`src/inc/cgoc_defs.vh`:
```
// Register map, field positions and reset values for the pin/opmode block
`ifndef CGOC_DEFS_VH
`define CGOC_DEFS_VH

`define CGOC_ADDR_OPMODE     8'h04
`define CGOC_ADDR_PINFUNC    8'h05
`define CGOC_ADDR_DIR        8'h07
`define CGOC_ADDR_DRIVE      8'h09
`define CGOC_ADDR_OUTLVL     8'h0B
`define CGOC_ADDR_INLVL      8'h0D

`define CGOC_RST_BYTE        8'h00
`define CGOC_RST_OSC         1'h0
`define CGOC_RST_DIV         4'h0
`define CGOC_RST_PAUSE       1'h0

`define CGOC_OP_CONT_BIT     7
`define CGOC_OP_MODE_HI      6
`define CGOC_OP_MODE_LO      5
`define CGOC_OP_OSC_BIT      4
`define CGOC_OP_DIV_HI       3
`define CGOC_OP_DIV_LO       0

`define CGOC_MODE_MANUAL     2'h0
`define CGOC_MODE_AUTO       2'h1
`define CGOC_MODE_TURBO      2'h2
`define CGOC_MODE_RSVD       2'h3

`endif

```
`src/rtl/cgoc_top.v`:
```
// Channel pin configuration and operating mode register block
// Function
// - CRC fault policy applies only in autonomous and turbo modes
// - Policy bit clear: sequencing continues, pin setup kept on CRC fault
// - Policy bit set: fault forces all analog, pauses sequencing
// - After flag clears, sequencing resumes and pin setup is restored
// - Mode field: 00 manual, 01 autonomous, 10 turbo
// - Oscillator bit: 0 high-speed, 1 low-power
// - Four-bit divider field sets sampling speed
// - Pin function bit: 0 analog input, 1 general-purpose pin
// - Direction bit: 0 digital input, 1 digital output
// - Drive bit: 0 open-drain, 1 push-pull
// - Output level bit sets driven logic level
// - Input level reports all eight channel levels
//
// Behaviour notes
//  - The register port is a plain strobe interface behind the serial
//    configuration front end; a write lands on the edge that samples
//    the write strobe and the derived outputs follow one edge later.
//  - A read returns data registered on the edge that samples the read
//    strobe; the read data holds until the next read so the front end
//    may shift it out at its own pace.
//  - Writes and reads may come back to back; a read in the same cycle
//    as a write to the same offset returns the old value.
//  - Pin levels and the CRC fault flag arrive from outside this clock
//    domain and pass two flops before any logic uses them. The input
//    level register adds one more flop, so a pin change shows up in a
//    read about four edges after it happens.
//  - The CRC fault hold never touches the configuration registers. It
//    only masks what reaches the pins, so when the flag drops the old
//    pin setup comes back by itself with nothing to save or restore.
//  - The hold is gated by the mode field: manual conversions are host
//    paced and keep their pins even with the policy bit set.
//  - Mode code 11 is stored and read back as written, but the exported
//    mode shows manual so the sequencer never acts on an undefined code.
//  - Open-drain outputs never drive high: a 1 only releases the pin and
//    an outside pull-up has to supply the level.
//  - Channels that are not outputs are released with the data line low,
//    which keeps the pad from toggling while it is unused.
`include "cgoc_defs.vh"

module cgoc_top #(
    parameter NCH = 8
) (
    // Clock and reset
    input  wire             core_clk_i,
    input  wire             resetn_i,
    // Register port from the serial configuration interface
    input  wire             reg_wr_i,
    input  wire             reg_rd_i,
    input  wire [7:0]       reg_addr_i,
    input  wire [7:0]       reg_wdata_i,
    output reg  [7:0]       reg_rdata_o,
    // CRC fault flag from the interface logic
    input  wire             crc_err_flag_i,
    // Operating controls to the sequencer and timing
    output reg  [1:0]       conversion_mode_select_o,
    output reg              oscillator_select_o,
    output reg  [3:0]       clk_div_o,
    output reg              seq_pause_o,
    // Channel pins
    input  wire [NCH-1:0]   channel_pin_i,
    output reg  [NCH-1:0]   channel_pin_o,
    output reg  [NCH-1:0]   channel_pin_oen_o,
    output reg  [NCH-1:0]   channel_analog_o
);

    reg  [7:0]     opmode_q;
    reg  [NCH-1:0] pinfunc_q;
    reg  [NCH-1:0] dir_q;
    reg  [NCH-1:0] drive_q;
    reg  [NCH-1:0] outlvl_q;
    reg  [NCH-1:0] pin_meta_q;
    reg  [NCH-1:0] pin_sync_q;
    reg  [NCH-1:0] inlvl_q;
    reg            crc_meta_q;
    reg            crc_sync_q;

    wire [1:0] mode = opmode_q[`CGOC_OP_MODE_HI:`CGOC_OP_MODE_LO];
    wire       auto_like = (mode == `CGOC_MODE_AUTO) ||
                           (mode == `CGOC_MODE_TURBO);
    // Fault hold only when policy set; config regs untouched so restore is
    // automatic once the flag drops
    wire       fault_hold = auto_like && opmode_q[`CGOC_OP_CONT_BIT] &&
                            crc_sync_q;

    // Two-flop synchronisers for pins and the fault flag; only the second
    // stage is read, the first may go metastable when a level changes
    // close to the clock edge
    always @(posedge core_clk_i or negedge resetn_i) begin
        if (!resetn_i) begin
            pin_meta_q <= {NCH{1'b0}};
            pin_sync_q <= {NCH{1'b0}};
            crc_meta_q <= 1'b0;
            crc_sync_q <= 1'b0;
        end else begin
            pin_meta_q <= channel_pin_i;
            pin_sync_q <= pin_meta_q;
            crc_meta_q <= crc_err_flag_i;
            crc_sync_q <= crc_meta_q;
        end
    end

    // Register writes; input level and unmapped offsets ignore writes.
    // The pin level register is read only, so a host write there must
    // never disturb the sampled levels
    always @(posedge core_clk_i or negedge resetn_i) begin
        if (!resetn_i) begin
            opmode_q  <= `CGOC_RST_BYTE;
            pinfunc_q <= {NCH{1'b0}};
            dir_q     <= {NCH{1'b0}};
            drive_q   <= {NCH{1'b0}};
            outlvl_q  <= {NCH{1'b0}};
        end else if (reg_wr_i) begin
            case (reg_addr_i)
                `CGOC_ADDR_OPMODE:  opmode_q  <= reg_wdata_i;
                `CGOC_ADDR_PINFUNC: pinfunc_q <= reg_wdata_i[NCH-1:0];
                `CGOC_ADDR_DIR:     dir_q     <= reg_wdata_i[NCH-1:0];
                `CGOC_ADDR_DRIVE:   drive_q   <= reg_wdata_i[NCH-1:0];
                `CGOC_ADDR_OUTLVL:  outlvl_q  <= reg_wdata_i[NCH-1:0];
                default: ;
            endcase
        end
    end

    // Read mux; unmapped offsets read as zero so a stray probe of the
    // map never returns stale data
    reg  [7:0] rdata_d;
    always @* begin
        case (reg_addr_i)
            `CGOC_ADDR_OPMODE:  rdata_d = opmode_q;
            `CGOC_ADDR_PINFUNC: rdata_d = pinfunc_q;
            `CGOC_ADDR_DIR:     rdata_d = dir_q;
            `CGOC_ADDR_DRIVE:   rdata_d = drive_q;
            `CGOC_ADDR_OUTLVL:  rdata_d = outlvl_q;
            `CGOC_ADDR_INLVL:   rdata_d = inlvl_q;
            default:            rdata_d = `CGOC_RST_BYTE;
        endcase
    end

    // Read data registered on the edge that samples the read strobe and
    // held until the next read; input level adds one flop to the pin sync
    always @(posedge core_clk_i or negedge resetn_i) begin
        if (!resetn_i) begin
            reg_rdata_o <= `CGOC_RST_BYTE;
            inlvl_q     <= {NCH{1'b0}};
        end else begin
            inlvl_q <= pin_sync_q;
            if (reg_rd_i) begin
                reg_rdata_o <= rdata_d;
            end
        end
    end

    // Next values of the operating controls; a reserved mode code is
    // exported as manual so the sequencer never runs an undefined mode
    reg  [1:0] mode_d;
    reg        osc_d;
    reg  [3:0] div_d;
    reg        pause_d;
    always @* begin
        osc_d   = opmode_q[`CGOC_OP_OSC_BIT];
        div_d   = opmode_q[`CGOC_OP_DIV_HI:`CGOC_OP_DIV_LO];
        pause_d = fault_hold;
        case (mode)
            `CGOC_MODE_MANUAL: mode_d = `CGOC_MODE_MANUAL;
            `CGOC_MODE_AUTO:   mode_d = `CGOC_MODE_AUTO;
            `CGOC_MODE_TURBO:  mode_d = `CGOC_MODE_TURBO;
            default:           mode_d = `CGOC_MODE_MANUAL;
        endcase
    end

    // Operating controls, registered so every output comes from a flop
    always @(posedge core_clk_i or negedge resetn_i) begin
        if (!resetn_i) begin
            conversion_mode_select_o <= `CGOC_MODE_MANUAL;
            oscillator_select_o      <= `CGOC_RST_OSC;
            clk_div_o                <= `CGOC_RST_DIV;
            seq_pause_o              <= `CGOC_RST_PAUSE;
        end else begin
            conversion_mode_select_o <= mode_d;
            oscillator_select_o      <= osc_d;
            clk_div_o                <= div_d;
            seq_pause_o              <= pause_d;
        end
    end

    // Per-channel pin drivers; oen low means the pin is driven. The fault
    // hold masks only the drivers, so pins fall back to analog inputs at
    // once and return to their setup when the hold ends
    genvar g;
    generate
        for (g = 0; g < NCH; g = g + 1) begin : g_ch
            wire is_out = pinfunc_q[g] & dir_q[g] & ~fault_hold;
            always @(posedge core_clk_i or negedge resetn_i) begin
                if (!resetn_i) begin
                    channel_pin_o[g]     <= 1'b0;
                    channel_pin_oen_o[g] <= 1'b1;
                    channel_analog_o[g]  <= 1'b1;
                end else begin
                    channel_analog_o[g] <= ~pinfunc_q[g] | fault_hold;
                    if (!is_out) begin
                        channel_pin_o[g]     <= 1'b0;
                        channel_pin_oen_o[g] <= 1'b1;
                    end else if (drive_q[g]) begin
                        channel_pin_o[g]     <= outlvl_q[g];
                        channel_pin_oen_o[g] <= 1'b0;
                    end else begin
                        channel_pin_o[g]     <= 1'b0;
                        channel_pin_oen_o[g] <= outlvl_q[g];
                    end
                end
            end
        end
    endgenerate

endmodule

```
`config.mk`:
```
export PLATFORM = sky130hd
export DESIGN_NAME = cgoc_top
export DESIGN_NICKNAME = d
export VERILOG_FILES = /design/src/rtl/cgoc_top.v
export VERILOG_INCLUDE_DIRS = /design/src /design/src/inc
export SDC_FILE = /design/constraint.sdc
export NUM_CORES = 1
export LEC_CHECK = 0
export BUFFER_PORTS_ARGS = -buffer_cell sky130_fd_sc_hd__buf_2
export CORE_MARGIN = 1.5
export CORE_UTILIZATION = 45
export DETAILED_ROUTE_END_ITERATION = 16
export PLACE_DENSITY = 0.66
export SLEW_MARGIN = 20
export SYNTH_ARGS = -nofsm -noshare
export SYNTH_HDL_FRONTEND = slang
export SYNTH_SLANG_ARGS = --single-unit
export TNS_END_PERCENT = 1
```
`constraint.sdc`:
```
create_clock -name core_clk_i -period 4.38 [get_ports core_clk_i]
set_clock_uncertainty 0.1 [all_clocks]
set_input_delay 0.219 -clock core_clk_i [delete_from_list [all_inputs] [get_ports core_clk_i]]
set_output_delay 0.219 -clock core_clk_i [all_outputs]
set_load 0.05 [all_outputs]
```
* Yosys cells after proc, flatten, opt, wreduce, memory -nomap -nowiden
Index checks and enable logic that the tools add are counted.
** Cells by class
- $add $sub $neg :: 0
- Multiply operators :: 0
- Div/mod/pow operators :: 0
- Magnitude comparators :: 0
- Eq/ne operators :: 8
- Shift-type cells :: 0
- Muxes and demuxes :: 34
- Bitwise logic cells :: 33
- Reduce and logical (&&, ||, !) cells :: 8
** Operators by type and width (number)
- 8-bit one-hot mux with 6 select lines :: 1
- 1-bit two-way mux :: 32
- 8-bit by 3-bit == test with 1-bit output, second input constant :: 3
- 8-bit by 4-bit == test with 1-bit output, second input constant :: 3
- 1-bit bitwise AND :: 16
- 2-bit AND reduction :: 5
- 1-bit inverter :: 9
- 1-bit OR :: 8
- 2-bit one-hot mux with 2 select lines :: 1
- 2-bit by 1-bit == test with 1-bit output, second input constant :: 1
- 2-bit == test, second input constant :: 1
- 1-bit logical AND :: 2
- 1-bit logical OR :: 1
** Storage, ports and cells
- Register bits :: 106
- Latch bits :: 0
- Bits in writable memories :: 0
- Bits in read-only memories :: 0
- Input bits :: 29
- Output and inout bits :: 40
- Word-level logic and storage cells :: 122
- Memories kept :: 0

* Logic depth before layout (Yosys ltp)
- Depth in word-level cells :: 7
- Gate-level depth with buffers :: 6

* Worst setup path before layout
OpenSTA, ideal clock, no wires.
- Path type :: input -> register
- Start :: input reg_addr_i[5]
- End :: register outlvl_q[0]
- Setup time :: 0.125 ns
- Arrival time :: 1.469 ns
- Data required time :: 4.155 ns
- Slack :: 2.686 ns
- Cell stages on the path :: 3
- Path through :: or4_4 nor3_4 mux2_2
** On the way
- Longest elaborated chain between the ends :: 2
** RTL lines
- from (decl) :: RTL line cgoc_top.v:51 : input wire [7:0] reg_addr_i,
- 8-bit by 4-bit == test with 1-bit output :: RTL line cgoc_top.v:115 : case (reg_addr_i)
- 2-bit AND reduction (no source line)
- to (signal assigned) :: RTL line cgoc_top.v:113 : outlvl_q <= {NCH{1'b0}};
- to (signal assigned) :: RTL line cgoc_top.v:120 : `CGOC_ADDR_OUTLVL: outlvl_q <= reg_wdata_i[NCH-1:0];
- to (decl) :: RTL line cgoc_top.v:72 : reg [NCH-1:0] outlvl_q;
Every way passes these cells.
A chain may end at the register's enable or synchronous reset.

* Worst setup path after layout
- Start :: register opmode_q[5]
- End :: register channel_pin_o[7]
** On the way
- Longest elaborated chain between the ends :: 7
- Elaborated cells between the ends (all ways) :: 8
- Those cells by class :: eq/ne: 2; mux: 1; bitwise: 2; reduce/logical: 3
** RTL lines
- from (decl) :: RTL line cgoc_top.v:68 : reg [7:0] opmode_q;
- from (signal assigned) :: RTL line cgoc_top.v:109 : opmode_q <= `CGOC_RST_BYTE;
- from (signal assigned) :: RTL line cgoc_top.v:116 : `CGOC_ADDR_OPMODE: opmode_q <= reg_wdata_i;
- 2-bit by 1-bit == test with 1-bit output or 2-bit == test (tied branches)
- 1-bit logical OR (*) :: RTL line cgoc_top.v:80 : wire auto_like = (mode == `CGOC_MODE_AUTO) ||
- 1-bit logical AND (*) (2 in a row) :: RTL line cgoc_top.v:84 : wire fault_hold = auto_like && opmode_q[`CGOC_OP_CONT_BIT] &&
- 1-bit inverter (*) :: RTL line cgoc_top.v:194 : wire is_out = pinfunc_q[g] & dir_q[g] & ~fault_hold;
- 1-bit bitwise AND (*) :: RTL line cgoc_top.v:194
- 1-bit two-way mux (*) :: RTL line cgoc_top.v:202 : if (!is_out) begin
- to (signal, indexed assignment) :: RTL line cgoc_top.v:206 : channel_pin_o[g] <= outlvl_q[g];
- to (decl) :: RTL line cgoc_top.v:63 : output reg [NCH-1:0] channel_pin_o,
Mark *: on every way between the ends. The rest lies on a longest branch, timed or not.

==> impl_metrics.ini <==
[drt]
routed-via-count = 2558
viasPerCell = 5.25
wl_per_cell_um = 16.8
ant_nets = 0
dr.pass1.iters = 4
drc_errors = 0
first_iter_violations = 142
wl_mm = 8.18

[power_and_ir_drop]
p_sw_uw = 425
power.density_mw_per_mm2 = 365
total_leakage_power_uw = 0.00224
peakVddDrop_mv = 0.145
pwr-share-clk_pct = 31.9
seq_power_share_pct = 60.3
p_int_uw = 1300
switching_share_pct = 24.6
p_comb_share_pct = 7.9

[timing]
hold_viol_final = 0
min_period_ns = 2.09
fmax_mhz = 479
setup_viol = 0
relSlewSlack_pct = 46.1
final_max_slew_viol_count = 0
fin_tns_setup_ns = 0
tightest_slew_ns = 0.805
min_period_over_period_pct = 47.7
grt_setup_unrepaired = false

[synth]
yosysSeqAreaShare_pct = 66.6
synthArstFlopShare_pct = 100
synth_edf_count = 0
synthDistinctLibCells = 37
synth_warnings = 0
ys_ff_latch = 106
syn_inst = 293
syn_avg_cell_area_um2 = 13.7
netlist_area_mm2 = 0.00401
ys.flop_type = dfrtp_1
syn-num-nets = 324

[final_layout]
fin_cells = 487
diodes = 0
nFillCells = 766
seq_area_mm2 = 0.00267
syn2layout_area_growth_pct = 18.2
final_cell_mix = dfrtp_1, buf_2, mux2_2
finalNetCount = 405
layout_commonest_cell = dfrtp_1
drive_gt1_share_pct = 39.6
multi_input_area_mm2 = 0.00124

[worst_setup_path]
worstPathArrival_ns = 2.23
crit_path_max_fanout = 17
worst_setup_path_end_kind = flip-flop
crit_required_ns = 4.52
path_cells = inv_1 > ha_1 > nand3b_1 > nand3_1 > nor2_1
critPathKind = reg2reg
critical_path.startpoint_type = flip-flop
slowest_stage = nand3b_1
slowest_delay_ns = 0.64

[global_routing]
antenna_found_initial = 0
groute.usage.overall_pct = 18.5
grt_first_pass_wirelength_mm = 13.7
grt_start_max_net_pins = 66
overflow = 0
grt_pass1_vias = 2619

[run_status]
status = complete, no violations

[clocking]
cts_setup_buffers = 0
insertion_delay_ns = 0.36
numCtsBuffers = 9
clkSlewWorstSetupHoldPaths_ns = 0.10
cts_tree = built
cts_sinks = 106
cts.path.max_buffers = 2
cts_resized = 0
ctsHoldBuffers = 10
h-tree-depth = 3
cts-root-buf = clkbuf_8

[place]
place.gp.congestion = 0.844
portBuffers = 68
hpwl_mm = 5.64
dp.cells = 461

[min_path]
hold_path.class = in2reg

[floorplan]
core_mm2 = 0.00868
die_height_um = 97.4
num_rows = 34
io_pins = 69
die_w_um = 97.4
start_util_pct = 46.2
dieArea_mm2 = 0.00949

[flow_run]
drv_cap = 0
## final timing paths
kind | start | to | slack (ns) | depth (start not counted)
setup reg to reg | opmode_q[5] | channel_pin_o[7] | 2.29 | 5
min in group asynchronous | resetn_i | channel_pin_o[6] | 0.39 | 2
hold reg to reg | pin_meta_q[3] | pin_sync_q[3] | 0.25 | 0
hold / removal | reg_wdata_i[3] | pinfunc_q[3] | 0.04 | 2
max in group asynchronous | resetn_i | channel_analog_o[4] | 2.75 | 3
setup / recovery | opmode_q[5] | channel_pin_o[7] | 2.29 | 5
## critical path, delay by kind of cell (launching register included)
family / cells / cell delay [ns]
buffers and inverters: 1 / 0.06
flip-flops: 1 / 0.44
AND/OR/NAND/NOR: 3 / 1.08
adder cells (fa/ha/maj): 1 / 0.30
## metrics by stage
step	power [uW]	setup WS, ns	util (%)	area [um^2]	hold WS [ns]
floorplan	1130	2.69	-	4010	-0.177
global placement	1190	1.97	51.4	4460	0.227
detailed placement	1190	1.91	51.4	4460	0.228
CTS	1750	2.27	54.6	4740	0.0227
global route	1800	2.12	54.6	4740	0.0328
finish	1730	2.29	54.6	4740	0.0398
## Yosys cell counts, types with 2 or more instances
cell type / number / area, um^2
a221o_1: 5 / 50.1
ha_1: 2 / 25.0
a31oi_1: 3 / 18.8
mux2i_1: 6 / 60.1
mux2_2: 46 / 518
o22ai_1: 4 / 25.0
buf_2: 3 / 15.0
nand4b_1: 2 / 17.5
nor2_1: 13 / 48.8
nand3b_1: 2 / 15.0
clkbuf_1: 5 / 18.8
nand2_1: 28 / 105
nand3_1: 15 / 75.1
dfrtp_1: 90 / 2250
a22oi_1: 7 / 52.6
nor2b_1: 3 / 18.8
a21o_1: 9 / 67.6
dfstp_2: 16 / 420
inv_1: 14 / 52.6
nor3_1: 3 / 15.0
## routing by layer
| metal | track usage [%] | vias to the layer above | wire (um) |
|---|---|---|---|
| met3 | 4.32 | 8 | 322 |
| met2 | 29.5 | 64 | 4020 |
| met4 | 5.27 | 0 | 86 |
| met1 | 25.4 | 1301 | 3750 |
| met5 | 0 | - | 0 |
| li1 | - | 1185 | - |
## final cells by class
type	count	share of cell area [%]
Sequential cell	106	56.4
Multi-Input combinational cell	163	26.2
Timing Repair Buffer	79	9.50
Clock buffer	12	3.27
Tap cell	108	2.85
Inverter	15	1.19
Clock inverter	4	0.554
## flip-flops by register name, summed over array words and instances, names as in the netlist, 8 cells and up
name and cells:
channel_analog_o 8, channel_pin_o 8, channel_pin_oen_o 8, dir_q 8, drive_q 8, inlvl_q 8
opmode_q 8, outlvl_q 8, pin_meta_q 8, pin_sync_q 8, pinfunc_q 8, reg_rdata_o 8
## cells by family (layout without fill, tap and decap cells)
| kind of cell | count (synthesis) | count (layout) | share of synthesized area, % |
|---|---|---|---|
| multiplexers | 53 | 53 | 14.7 |
| AO/OA/AOI/OAI | 34 | 34 | 6.49 |
| flip-flops | 106 | 106 | 66.6 |
| buffers and inverters | 24 | 110 | 2.34 |
| adder cells (fa/ha/maj) | 2 | 2 | 0.624 |
| AND/OR/NAND/NOR | 74 | 74 | 9.20 |
## power groups by stage
stage / clock [uW] / sequential, uW / combinational, uW
after global routing: 602 / 1050 / 150
final: 551 / 1040 / 136
after detailed placement: 0 / 1060 / 131
after global placement: 0 / 1060 / 129
after CTS: 567 / 1040 / 138
after floorplan: 0 / 1080 / 47.4
Power figures use the tool's default switching activity.
